===== src/rtl/ucs_pkg.sv =====
// package for the serial control register block: offsets, fields, types, timing
package ucs_pkg;

   // ---------------------------------------------------------------
   // register map
   // ---------------------------------------------------------------
   localparam logic [7:0] UART_CONTROL_ADDR = 8'h98;
   localparam logic [7:0] UART_CONTROL_RST = 8'h00;

   // ---------------------------------------------------------------
   // field positions
   // ---------------------------------------------------------------
   localparam int BIT_MODE_HIGH = 7;
   localparam int BIT_MODE_LOW = 6;
   localparam int BIT_MULTIPROC = 5;
   localparam int BIT_RX_ENABLE = 4;
   localparam int BIT_TX_NINTH = 3;
   localparam int BIT_RX_NINTH = 2;
   localparam int BIT_TX_DONE = 1;
   localparam int BIT_RX_DONE = 0;

   // ---------------------------------------------------------------
   // timing and buffering
   // ---------------------------------------------------------------
   localparam logic [7:0] BIT_TICKS_DEFAULT = 8'h0F;
   localparam int FIFO_WIDTH = 9;
   localparam int FIFO_DEPTH = 16;

   typedef enum logic [1:0]
   {
      UCS_MODE_SHIFT = 2'b00,
      UCS_MODE_UART8 = 2'b01,
      UCS_MODE_UART9A = 2'b10,
      UCS_MODE_UART9B = 2'b11
   } ucs_mode_t;

   typedef enum logic [1:0]
   {
      UCS_IDLE = 2'b00,
      UCS_START = 2'b01,
      UCS_DATA = 2'b11,
      UCS_STOP = 2'b10
   } ucs_state_t;

   // cpu side access to the special function register space
   typedef struct packed
   {
      logic [7:0] addr;
      logic wr;
      logic bit_wr;
      logic [2:0] bit_idx;
      logic [7:0] wdata;
   } ucs_sfr_req_t;

   // one received word heading to the cpu
   typedef struct packed
   {
      logic ninth;
      logic [7:0] data;
   } ucs_rx_word_t;

endpackage


===== src/rtl/ucs_fifo.sv =====
// small synchronous fifo with valid and ready on both sides
`timescale 1ns/1ps
module ucs_fifo #(
   parameter int WIDTH = 9,
   parameter int DEPTH = 16
)
(
   // clock and reset
   input wire logic sys_clk_i,
   input wire logic sys_rst_i,
   // fill side
   input wire logic in_valid_i,
   input wire logic [WIDTH-1:0] in_data_i,
   output logic in_ready_o,
   // drain side
   output logic out_valid_o,
   output logic [WIDTH-1:0] out_data_o,
   input wire logic out_ready_i
);
   localparam int AW = $clog2(DEPTH);

   logic [WIDTH-1:0] mem [DEPTH];
   logic [AW:0] wr_ptr_r;
   logic [AW:0] rd_ptr_r;
   logic push;
   logic pop;

   assign in_ready_o = (wr_ptr_r - rd_ptr_r) != (AW+1)'(DEPTH);
   assign out_valid_o = wr_ptr_r != rd_ptr_r;
   assign push = in_valid_i && in_ready_o;
   assign pop = out_valid_o && out_ready_i;
   assign out_data_o = mem[rd_ptr_r[AW-1:0]];

   always_ff @(posedge sys_clk_i)
   begin
      if (push)
      begin
         mem[wr_ptr_r[AW-1:0]] <= in_data_i;
      end
   end

   always_ff @(posedge sys_clk_i)
   begin
      if (sys_rst_i)
      begin
         wr_ptr_r <= '0;
         rd_ptr_r <= '0;
      end
      else
      begin
         if (push)
         begin
            wr_ptr_r <= wr_ptr_r + 1'b1;
         end
         if (pop)
         begin
            rd_ptr_r <= rd_ptr_r + 1'b1;
         end
      end
   end
endmodule


===== src/rtl/ucs_uart_control.sv =====
// serial port control register with transmitter, receiver and receive fifo
// Operation
// - mode bits select shift register, 8-bit uart, or two 9-bit uart modes
// - bit 7 maps to high mode bit when select clear, framing error when set
// - transmit done set after eighth bit in mode 0, else at stop bit start
// - reset clears control register; every bit settable by bit writes
// - with checking enabled, a missing stop bit sets framing error
// - framing error stays until software or reset clears it
// - with checking enabled, receive done rises at stop bit only when the stop bit is high
// - multiproc mode raises receive done only for own or broadcast address, except in mode 0
`timescale 1ns/1ps
module ucs_uart_control
(
   // clock and reset
   input wire logic sys_clk_i,
   input wire logic sys_rst_i,
   // special function register access
   input wire ucs_pkg::ucs_sfr_req_t sfr_req_i,
   output logic [7:0] sfr_rdata_o,
   // transmit data and framing check select
   input wire logic tx_start_i,
   input wire logic [7:0] tx_data_i,
   input wire logic bit7_select_i,
   input wire logic [7:0] own_addr_i,
   input wire logic [7:0] addr_mask_i,
   // received words
   output logic rx_valid_o,
   output ucs_pkg::ucs_rx_word_t rx_word_o,
   input wire logic rx_ready_i,
   // serial line
   input wire logic rxd_i,
   output logic txd_o,
   output logic shift_clk_o
);
   logic mode_select_high_r, mode_select_low_r, multiproc_enable_r, rx_enable_r;
   logic tx_ninth_bit_r, rx_ninth_bit_r, transmit_done_flag_r, receive_done_flag_r;
   logic framing_error_flag_r;
   ucs_pkg::ucs_mode_t mode;
   logic sel, wr_hit, bit_hit;
   logic [7:0] wmask, wval;
   logic tx_done_ev, rx_done_ev, fe_ev, rx_ninth_ev, rx_ninth_val;
   ucs_pkg::ucs_state_t tx_state_r, rx_state_r;
   logic [7:0] tx_tick_r, rx_tick_r;
   logic [3:0] tx_cnt_r, rx_cnt_r;
   logic [8:0] tx_shift_r, rx_shift_r;
   logic [3:0] nbits;
   logic fifo_in_ready, rx_push, addr_ok;
   logic [7:0] given_addr, bcast_addr;

   assign mode = ucs_pkg::ucs_mode_t'({mode_select_high_r, mode_select_low_r});
   assign nbits = mode[1] ? 4'h9 : 4'h8;
   assign sel = sfr_req_i.addr == ucs_pkg::UART_CONTROL_ADDR;
   assign wr_hit = sel && sfr_req_i.wr;
   assign bit_hit = sel && sfr_req_i.bit_wr;

   // ---------------------------------------------------------------
   // write decode: byte writes or single bit writes
   // ---------------------------------------------------------------
   always_comb
   begin
      wmask = 8'h00;
      wval = sfr_req_i.wdata;
      if (wr_hit)
      begin
         wmask = 8'hFF;
      end
      else if (bit_hit)
      begin
         wmask = 8'h01 << sfr_req_i.bit_idx;
         wval = {8{sfr_req_i.wdata[0]}};
      end
   end

   // ---------------------------------------------------------------
   // control bits
   // ---------------------------------------------------------------
   always_ff @(posedge sys_clk_i)
   begin
      if (sys_rst_i)
      begin
         mode_select_high_r <= 1'b0;
         mode_select_low_r <= 1'b0;
         multiproc_enable_r <= 1'b0;
         rx_enable_r <= 1'b0;
         tx_ninth_bit_r <= 1'b0;
      end
      else
      begin
         if (wmask[ucs_pkg::BIT_MODE_HIGH] && !bit7_select_i)
         begin
            mode_select_high_r <= wval[ucs_pkg::BIT_MODE_HIGH];
         end
         if (wmask[ucs_pkg::BIT_MODE_LOW])
         begin
            mode_select_low_r <= wval[ucs_pkg::BIT_MODE_LOW];
         end
         if (wmask[ucs_pkg::BIT_MULTIPROC])
         begin
            multiproc_enable_r <= wval[ucs_pkg::BIT_MULTIPROC];
         end
         if (wmask[ucs_pkg::BIT_RX_ENABLE])
         begin
            rx_enable_r <= wval[ucs_pkg::BIT_RX_ENABLE];
         end
         if (wmask[ucs_pkg::BIT_TX_NINTH])
         begin
            tx_ninth_bit_r <= wval[ucs_pkg::BIT_TX_NINTH];
         end
      end
   end

   // ---------------------------------------------------------------
   // hardware set flags; a set in the same cycle beats a software clear
   // ---------------------------------------------------------------
   always_ff @(posedge sys_clk_i)
   begin
      if (sys_rst_i)
      begin
         transmit_done_flag_r <= 1'b0;
         receive_done_flag_r <= 1'b0;
         framing_error_flag_r <= 1'b0;
         rx_ninth_bit_r <= 1'b0;
      end
      else
      begin
         if (tx_done_ev)
         begin
            transmit_done_flag_r <= 1'b1;
         end
         else if (wmask[ucs_pkg::BIT_TX_DONE])
         begin
            transmit_done_flag_r <= wval[ucs_pkg::BIT_TX_DONE];
         end
         if (rx_done_ev)
         begin
            receive_done_flag_r <= 1'b1;
         end
         else if (wmask[ucs_pkg::BIT_RX_DONE])
         begin
            receive_done_flag_r <= wval[ucs_pkg::BIT_RX_DONE];
         end
         if (fe_ev)
         begin
            framing_error_flag_r <= 1'b1;
         end
         else if (wmask[ucs_pkg::BIT_MODE_HIGH] && bit7_select_i)
         begin
            framing_error_flag_r <= wval[ucs_pkg::BIT_MODE_HIGH];
         end
         if (rx_ninth_ev)
         begin
            rx_ninth_bit_r <= rx_ninth_val;
         end
         else if (wmask[ucs_pkg::BIT_RX_NINTH])
         begin
            rx_ninth_bit_r <= wval[ucs_pkg::BIT_RX_NINTH];
         end
      end
   end

   // ---------------------------------------------------------------
   // read data
   // ---------------------------------------------------------------
   always_ff @(posedge sys_clk_i)
   begin
      if (sys_rst_i)
      begin
         sfr_rdata_o <= ucs_pkg::UART_CONTROL_RST;
      end
      else
      begin
         sfr_rdata_o <= sel ? {bit7_select_i ? framing_error_flag_r : mode_select_high_r,
            mode_select_low_r, multiproc_enable_r, rx_enable_r, tx_ninth_bit_r,
            rx_ninth_bit_r, transmit_done_flag_r, receive_done_flag_r} : 8'h00;
      end
   end

   // ---------------------------------------------------------------
   // transmitter: start, data (8 or 9), stop; mode 0 shifts 8 bits, no framing
   // ---------------------------------------------------------------
   assign tx_done_ev = (tx_state_r == ucs_pkg::UCS_DATA) && (tx_tick_r == 8'h00)
      && (tx_cnt_r == nbits - 4'h1);
   assign shift_clk_o = (mode == ucs_pkg::UCS_MODE_SHIFT) && tx_tick_r[3];

   always_ff @(posedge sys_clk_i)
   begin
      if (sys_rst_i)
      begin
         tx_state_r <= ucs_pkg::UCS_IDLE;
         tx_tick_r <= 8'h00;
         tx_cnt_r <= 4'h0;
         tx_shift_r <= 9'h000;
         txd_o <= 1'b1;
      end
      else
      begin
         tx_tick_r <= (tx_tick_r == 8'h00) ? ucs_pkg::BIT_TICKS_DEFAULT : tx_tick_r - 8'h01;
         unique case (tx_state_r)
            ucs_pkg::UCS_IDLE:
            begin
               txd_o <= 1'b1;
               if (tx_start_i)
               begin
                  tx_shift_r <= {tx_ninth_bit_r, tx_data_i};
                  tx_tick_r <= ucs_pkg::BIT_TICKS_DEFAULT;
                  tx_cnt_r <= 4'h0;
                  if (mode == ucs_pkg::UCS_MODE_SHIFT)
                  begin
                     txd_o <= tx_data_i[0];
                     tx_shift_r <= {1'b0, 1'b0, tx_data_i[7:1]};
                     tx_state_r <= ucs_pkg::UCS_DATA;
                  end
                  else
                  begin
                     txd_o <= 1'b0;
                     tx_state_r <= ucs_pkg::UCS_START;
                  end
               end
            end
            ucs_pkg::UCS_START:
            begin
               if (tx_tick_r == 8'h00)
               begin
                  txd_o <= tx_shift_r[0];
                  tx_shift_r <= {1'b0, tx_shift_r[8:1]};
                  tx_state_r <= ucs_pkg::UCS_DATA;
               end
            end
            ucs_pkg::UCS_DATA:
            begin
               if (tx_tick_r == 8'h00)
               begin
                  if (tx_cnt_r == nbits - 4'h1)
                  begin
                     txd_o <= 1'b1;
                     tx_state_r <= (mode == ucs_pkg::UCS_MODE_SHIFT) ? ucs_pkg::UCS_IDLE
                        : ucs_pkg::UCS_STOP;
                  end
                  else
                  begin
                     txd_o <= tx_shift_r[0];
                     tx_shift_r <= {1'b0, tx_shift_r[8:1]};
                     tx_cnt_r <= tx_cnt_r + 4'h1;
                  end
               end
            end
            ucs_pkg::UCS_STOP:
            begin
               if (tx_tick_r == 8'h00)
               begin
                  tx_state_r <= ucs_pkg::UCS_IDLE;
               end
            end
         endcase
      end
   end

   // ---------------------------------------------------------------
   // receiver
   // ---------------------------------------------------------------
   assign given_addr = own_addr_i & addr_mask_i;
   assign bcast_addr = own_addr_i | addr_mask_i;
   // the filter checks the data byte alone, with no address marker; zeros of the broadcast byte are don't care
   assign addr_ok = !multiproc_enable_r || (mode == ucs_pkg::UCS_MODE_SHIFT)
      || (((rx_shift_r[7:0] & addr_mask_i) == given_addr)
      || ((rx_shift_r[7:0] & bcast_addr) == bcast_addr));
   logic rx_end;
   assign rx_end = (rx_tick_r == 8'h00);
   assign rx_done_ev = rx_push && fifo_in_ready;
   assign rx_ninth_ev = rx_done_ev && (mode != ucs_pkg::UCS_MODE_SHIFT);
   assign rx_ninth_val = mode[1] ? rx_shift_r[8] : rxd_i;
   assign fe_ev = bit7_select_i && (rx_state_r == ucs_pkg::UCS_STOP) && rx_end
      && !rxd_i;
   // receive done at the stop bit; mode 0 right after bit eight
   assign rx_push = rx_end && addr_ok && !receive_done_flag_r
      && ((rx_state_r == ucs_pkg::UCS_STOP && (rxd_i || !bit7_select_i))
      || (rx_state_r == ucs_pkg::UCS_DATA && mode == ucs_pkg::UCS_MODE_SHIFT
      && rx_cnt_r == 4'h7));

   always_ff @(posedge sys_clk_i)
   begin
      if (sys_rst_i)
      begin
         rx_state_r <= ucs_pkg::UCS_IDLE;
         rx_tick_r <= 8'h00;
         rx_cnt_r <= 4'h0;
         rx_shift_r <= 9'h000;
      end
      else
      begin
         rx_tick_r <= rx_end ? ucs_pkg::BIT_TICKS_DEFAULT : rx_tick_r - 8'h01;
         unique case (rx_state_r)
            ucs_pkg::UCS_IDLE:
            begin
               rx_cnt_r <= 4'h0;
               if (rx_enable_r && (mode == ucs_pkg::UCS_MODE_SHIFT || !rxd_i))
               begin
                  // uart modes wait half a bit first, so every later sample lands mid-bit, clear of edges; mode 0 waits a full bit
                  rx_tick_r <= (mode == ucs_pkg::UCS_MODE_SHIFT) ? ucs_pkg::BIT_TICKS_DEFAULT
                     : ucs_pkg::BIT_TICKS_DEFAULT >> 1;
                  rx_state_r <= (mode == ucs_pkg::UCS_MODE_SHIFT) ? ucs_pkg::UCS_DATA
                     : ucs_pkg::UCS_START;
               end
            end
            ucs_pkg::UCS_START:
            begin
               if (rx_end)
               begin
                  rx_state_r <= ucs_pkg::UCS_DATA;
               end
            end
            ucs_pkg::UCS_DATA:
            begin
               if (rx_end)
               begin
                  rx_shift_r <= mode[1] ? {rxd_i, rx_shift_r[8:1]}
                     : {1'b0, rxd_i, rx_shift_r[7:1]};
                  rx_cnt_r <= rx_cnt_r + 4'h1;
                  if (rx_cnt_r == nbits - 4'h1)
                  begin
                     rx_state_r <= (mode == ucs_pkg::UCS_MODE_SHIFT) ? ucs_pkg::UCS_IDLE
                        : ucs_pkg::UCS_STOP;
                  end
               end
            end
            ucs_pkg::UCS_STOP:
            begin
               if (rx_end)
               begin
                  rx_state_r <= ucs_pkg::UCS_IDLE;
               end
            end
         endcase
      end
   end

   // mode 0 samples the last bit in the same edge; a full fifo drops the frame
   ucs_fifo #(
      .WIDTH(ucs_pkg::FIFO_WIDTH),
      .DEPTH(ucs_pkg::FIFO_DEPTH)
   ) u_fifo (
      .sys_clk_i(sys_clk_i),
      .sys_rst_i(sys_rst_i),
      .in_valid_i(rx_push),
      .in_data_i({rx_ninth_val, (mode == ucs_pkg::UCS_MODE_SHIFT)
         ? {rxd_i, rx_shift_r[7:1]} : rx_shift_r[7:0]}),
      .in_ready_o(fifo_in_ready),
      .out_valid_o(rx_valid_o),
      .out_data_o(rx_word_o),
      .out_ready_i(rx_ready_i)
   );
endmodule


===== config.mk =====
export PLATFORM = sky130hd
export DESIGN_NAME = ucs_uart_control
export DESIGN_NICKNAME = d
export VERILOG_FILES = /design/src/rtl/ucs_pkg.sv /design/src/rtl/ucs_fifo.sv /design/src/rtl/ucs_uart_control.sv
export SDC_FILE = /design/constraint.sdc
export NUM_CORES = 1
export LEC_CHECK = 0
export BUFFER_PORTS_ARGS = -buffer_cell sky130_fd_sc_hd__buf_2
export CAP_MARGIN = 30
export CORE_ASPECT_RATIO = 0.5
export CORE_MARGIN = 2
export CORE_UTILIZATION = 55
export CTS_BUF_LIST = sky130_fd_sc_hd__clkbuf_2
export CTS_CLUSTER_SIZE = 16
export DETAILED_ROUTE_END_ITERATION = 7
export PLACE_DENSITY = 0.86
export SETUP_SLACK_MARGIN = 0.15
export SLEW_MARGIN = 20
export SYNTH_ARGS = -nofsm -noshare
export SYNTH_HDL_FRONTEND = slang
export SYNTH_SLANG_ARGS = --single-unit

===== constraint.sdc =====
create_clock -name sys_clk_i -period 2.6 [get_ports sys_clk_i]
set_input_delay 0.26 -clock sys_clk_i [delete_from_list [all_inputs] [get_ports sys_clk_i]]
set_output_delay 0.26 -clock sys_clk_i [all_outputs]
set_load 0.03 [all_outputs]

==> impl_metrics.tcl, run 1 <==
set metrics [dict create \
    syn-num-nets 795 \
    setup_slack_ns -0.336 \
    dieWidth_um 191 \
    final_common_cell "edfxtp_1" \
    portBuffers 70 \
    place_ws_ns -0.324 \
    grt_max_degree 40 \
    start_util 0.558 \
    grt_pass1_wl_um 37300 \
    postPlaceCellArea_um2 10500 \
    vias_per_cell 5.94 \
    die_area_um2 18700 \
    drive_above_1_share 0.337 \
    drtIter0Drc 556 \
    cts_tree "yes" \
    clk_pin_slew_ns 0.12 \
    power_frac_clock 0.318 \
    hold_violations 0 \
    synth-main-ff-cell "edfxtp_1" \
    cp-end-kind "primary output" \
    cts_root_buf "clkbuf_2" \
    fillCellCount 1147 \
    routedWlPerCell_um 21.1 \
    io_pins 71 \
    worstSetupPathType "register to primary output" \
    pwr-share-seq 0.563 \
    htreeDepth 2 \
    grt_usage 0.266 \
    clk_path_buf_depth 3 \
    worstReg2RegStart "u_fifo.rd_ptr_r[3]" \
    routed_wirelength_um 25300 \
    vias 7109 \
    leakage_nw 4.38 \
    ir_drop_uv 315 \
    ant_nets 0 \
    core_area_um2 17300 \
    syn2layout_area_growth_pct 23.8 \
    slew_viol_final 0 \
    rsz0062_at_grt "true" \
    gp_congestion 0.869 \
    avgSynthCellArea_um2 13.2 \
    crit_required_ns 2.34 \
    synth-seq-area-share 0.611 \
    p_comb_frac 0.119 \
    num_rows 34 \
    setup_tns_ns -2.83 \
    num-nets-final 988 \
    synth_warnings 0 \
    p_sw_frac 0.273 \
    die_h_um 97.6 \
    seqCellArea_um2 5890 \
    clock_latency_ns 0.84 \
    async_flop_share 0 \
    status "complete, but fails checks" \
    min_from "rx_ready_i" \
    place_hpwl_um 15300 \
    layout_min_cycle_time_ns 2.94 \
    cts_num_sinks 222 \
    slew_headroom 0.421 \
    ys_seq_elements 222 \
    final_cell_mix "edfxtp_1, clkbuf_2, dfxtp_1" \
    cellPowerDensity_nw_per_um2 583 \
    violations "negative setup slack" \
    antenna_found_initial 3 \
    p_switching_mw 1.90 \
    internal_power_mw 5.06 \
    crit_fanout 8 \
    tightestPinTransition_ns 0.867 \
    drt_first_pass_iters 5 \
    maxCapViolations 0 \
    overflow 0 \
    finalCritPeriodShare 1.13 \
    hold_ws_ns 0.0276 \
    final_cell_area_um2 11900 \
    grt_pass1_vias 7063 \
    drc 0 \
    fmax_mhz 341 \
    synth-edff-count 144 \
    numCtsBuffers 49 \
    p_total_mw 6.96 \
    synth_area_um2 9630 \
    worstPathArrival_ns 2.68 \
    syn_inst 729 \
    multi_input_area_um2 3820 \
    setup_viol 9 \
    fin_worst_skew_ns 0.121 \
    worst_setup_path_start_kind "register" \
    min_path_type "input pin to register" \
    synth_cell_type_count 56 \
]
power groups by stage:
stage          registers [mW]  clock network, mW  logic, mW
2_1_floorplan            3.98                  0      0.548
3_3_place_gp             3.99                  0      0.771
3_5_place_dp             4.00                  0      0.792
4_1_cts                  3.92               2.21      0.824
5_1_grt                  3.93               2.43      0.918
6_report                 3.92               2.21      0.830
stage by stage:
stage               cells   util
global route         1197  0.691
global placement     1044  0.610
finish               1197  0.691
CTS                  1182  0.678
floorplan             729      -
detailed placement   1045  0.610
synthesized netlist by cell type (3+ instances only):
cell,count,area share
nand4b_1,3,0.0027
mux2_2,4,0.0047
o31ai_1,3,0.0023
and2_1,13,0.0084
o22ai_1,3,0.0019
xor2_1,16,0.015
nand3_1,11,0.0057
buf_1,6,0.0023
inv_1,19,0.0074
o21bai_1,4,0.0031
edfxtp_1,144,0.45
nor2_1,57,0.022
nor2b_1,12,0.0078
dfxtp_1,78,0.16
nand4_1,8,0.0052
clkbuf_1,24,0.0094
nor4b_1,3,0.0027
buf_2,5,0.0026
a21oi_1,41,0.021
or3_1,4,0.0026
or2_2,5,0.0032
ha_1,15,0.019
a22oi_1,4,0.0031
mux2i_1,17,0.018
a32oi_1,3,0.0027
and3_1,20,0.013
xnor2_1,13,0.012
a211oi_1,5,0.0039
nor3_1,10,0.0052
o21ai_0,25,0.013
or4_1,3,0.0023
a31oi_1,4,0.0026
nand2_1,68,0.026
mux4_2,45,0.11
nand2b_1,6,0.0039
metal layers:
metal / track usage / routed length (µm) / vias to the layer above
li1: - / - / 3185
met1: 0.330 / 9510 / 3397
met2: 0.444 / 12200 / 455
met3: 0.0827 / 2730 / 70
met4: 0.0947 / 813 / 2
met5: 0 / 18 / -
final timing paths:
| kind | to | slack [ns] | cells past startpoint |
|---|---|---|---|
| worst max-delay path | rx_word_o[8] | -0.34 | 6 |
| worst min-delay path | register | 0.03 | 5 |
| worst max register to register | u_fifo.mem[14][0] | 0.18 | 9 |
| worst min register to register | rx_shift_r[8] | 0.47 | 2 |
worst max-delay path, stage by stage, from the launching register on:
cell	delay (ns)
dfxtp_4	0.37
buf_6	0.13
buf_12	0.11
buf_16	0.13
mux4_2	0.54
mux4_2	0.50
buf_6	0.16
repair_timing:
item	in CTS	in global routing
hold buffers	30	0
pin swaps	5	9
cloned	5	8
gates resized for setup	52	19
hold endpoints to repair	29	0
setup buffers	12	5
setup endpoints to repair	156	151
registers in the layout (all words and copies together), names as in the netlist, named ones only:
name / flops
txd_o: 1
receive_done_flag_r: 1
tx_cnt_r: 4
tx_ninth_bit_r: 1
rx_state_r: 2
u_fifo.mem: 144
tx_tick_r: 8
u_fifo.wr_ptr_r: 5
multiproc_enable_r: 1
transmit_done_flag_r: 1
sfr_rdata_o: 8
tx_shift_r: 9
rx_ninth_bit_r: 1
rx_shift_r: 9
rx_tick_r: 8
tx_state_r: 2
rx_cnt_r: 4
u_fifo.rd_ptr_r: 5
mode_select_low_r: 1
rx_enable_r: 1
framing_error_flag_r: 1
mode_select_high_r: 1
cells by family after synthesis:
| logic type | Yosys count | synth area share |
|---|---|---|
| DFF | 222 | 0.611 |
| adders and majority gates | 15 | 0.0195 |
| and+or+nand+nor | 233 | 0.122 |
| xor gates and xnor gates | 29 | 0.0264 |
| AOI/OAI and AO/OA | 110 | 0.0721 |
| muxes | 66 | 0.128 |
| buffers and inverters | 54 | 0.0217 |
area by class of cell:
type | instances | share of cell area
timing repair buffer | 168 | 0.117
antenna | 2 | 0.000420
clock inverter | 8 | 0.00325
sequential | 222 | 0.494
inverter | 19 | 0.00598
multi-input combinational | 462 | 0.320
clock buffer | 82 | 0.0344
tap | 234 | 0.0245
Power figures use the tool's default switching activity.
==> run 2, diff against run 1 <==
==> constraint.sdc (replaced) <==
create_clock -name sys_clk_i -period 2.6 [get_ports sys_clk_i]
set_input_delay 0.52 -clock sys_clk_i [delete_from_list [all_inputs] [get_ports sys_clk_i]]
set_output_delay 0.52 -clock sys_clk_i [all_outputs]
set_load 0.03 [all_outputs]
==> run 2 against run 1 <==
  * Worst setup slack got worse by 0.18 ns
  * Largest power group unchanged
  * Clock skew shrank 0.046 ns
  * Sequential power about the same
  * Final area decreased by 4.2%
  * Combinational power down 10%
  * The run still ends with negative setup slack left
  * Via count decreased by 3.7%
  * Die area unchanged
  * Largest cell class unchanged
==> impl_metrics.tcl, run 2 (synthesized netlist as in run 1, its figures left out) <==
set metrics [dict create \
    final_cell_area_um2 11400 \
    slew_viol_final 0 \
    clock_latency_ns 0.78 \
    grt_usage 0.255 \
    worstSetupPathType "register to primary output" \
    tightestPinTransition_ns 0.926 \
    violations "negative setup slack" \
    ant_nets 0 \
    largest_reg_flops 144 \
    syn2layout_area_growth_pct 18.6 \
    place_hpwl_um 15300 \
    clk_pin_slew_ns 0.12 \
    hold_violations 0 \
    cp-end-kind "primary output" \
    drtIter0Drc 668 \
    status "complete, but fails checks" \
    overflow 0 \
    portBuffers 70 \
    finish.utilization 0.662 \
    vias 6847 \
    num_rows 34 \
    final_cell_mix "edfxtp_1, dfxtp_1, nand2_1" \
    routedWlPerCell_um 21.5 \
    rsz0062_at_grt "true" \
    crit_required_ns 2.08 \
    p_total_mw 6.82 \
    postPlaceCellArea_um2 10400 \
    layout_min_cycle_time_ns 3.12 \
    hold_ws_ns 0.0547 \
    crit_slowest_cell "mux4_2" \
    critical-path-max-stage-delay_ns 0.58 \
    finalCritPeriodShare 1.20 \
    die_h_um 97.6 \
    leakage_nw 4.08 \
    setup_viol 9 \
    setup_slack_ns -0.520 \
    reg2reg_slack_ns 0.11 \
    cts_tree "yes" \
    fmax_mhz 320 \
    grt_pass1_wl_um 36200 \
    crit_top_cell "mux4_2" \
    vias_per_cell 6.01 \
    drc 0 \
    grt_max_degree 37 \
    num-nets-final 937 \
    fin_worst_skew_ns 0.0754 \
    drive_above_1_share 0.329 \
    numCtsBuffers 48 \
    die_area_um2 18700 \
    crit_fanout 12 \
    io_pins 71 \
    cts_num_sinks 222 \
    dieWidth_um 191 \
    gp_congestion 0.874 \
    final_common_cell "edfxtp_1" \
    maxCapViolations 0 \
    min_path_type "input pin to register" \
    routed_wirelength_um 24500 \
    start_util 0.558 \
    place_ws_ns -0.0660 \
    clk_path_buf_depth 3 \
    core_area_um2 17300 \
    slew_headroom 0.381 \
    drt_first_pass_iters 5 \
    cellPowerDensity_nw_per_um2 597 \
    worst_setup_path_start_kind "register" \
    htreeDepth 2 \
    antenna_found_initial 2 \
    ir_drop_uv 328 \
    worstPathArrival_ns 2.60 \
    cts_root_buf "clkbuf_2" \
    path_cells "buf_12 > mux4_2 > mux4_2 > buf_6" \
    grt_pass1_vias 6671 \
    cts_hold_buf 0 \
]
==> run 2: changes by cell type in the layout (fill, tap and decap cells not counted), sizes merged <==
cell,before,now
buf,138,114
and3,28,33
diode,2,1
dlygate4sd3,30,0
bufinv,0,1
inv,21,19
nor2,59,58
clkinvlp,1,0
clkinv,5,17
clkbuf,82,66
==> run 2: per-stage QoR <==
stage,instances,TNS [ns]
global placement,1025,0
detailed placement,1025,-5.45
floorplan,729,-0.715
finish,1140,-4.35
global route,1140,-5.23
CTS,1122,-4.75
==> run 2: routing by layer <==
metal / up-vias / GRT usage / part of all wire
li1: 3085 / - / -
met1: 3315 / 0.333 / 0.39
met2: 388 / 0.427 / 0.48
met3: 59 / 0.0675 / 0.10
met4: 0 / 0.0645 / 0.025
met5: - / 0 / 0
==> run 2: cell type report <==
cell class	count	area, µm²
repair buffers	114	857
flip-flops and latches	222	5900
fillers	1206	5840
diodes	1	2.50
inverters	19	73.8
well taps	234	293
clock inverters	18	108
multi-input cells	466	3860
clock buffers	66	330
==> run 2: path summary, 6_finish.rpt <==
check	from	endpoint	depth (start not counted)
worst max-delay path	register	rx_word_o[3]	4
worst min-delay path	rxd_i	rx_shift_r[8]	3
worst max register to register	u_fifo.rd_ptr_r[1]	u_fifo.mem[10][7]	9
worst min register to register	tx_shift_r[8]	tx_shift_r[8]	2
==> run 2: what timing repair did <==
| item | 4_1_cts | 5_1_grt |
|---|---|---|
| setup endpoints to repair | 152 | 160 |
| gates cloned | 2 | 13 |
| buffers inserted | 11 | 4 |
| pin swaps | 6 | 7 |
| resized for setup | 55 | 31 |
==> run 2: report_power, final <==
| part | internal [mW] | total (mW) | leakage (nW) | switching [mW] |
|---|---|---|---|---|
| Sequential | 3.82 | 3.93 | 1.96 | 0.107 |
| Combinational | 0.345 | 0.744 | 1.79 | 0.399 |
| Clock | 0.798 | 2.15 | 0.327 | 1.35 |
==> run 2: critical path, delay by kind of cell, from the launching register on <==
family | cells | cell delay (ns)
mux | 2 | 1.10
flops | 1 | 0.42
buf+inv | 2 | 0.34
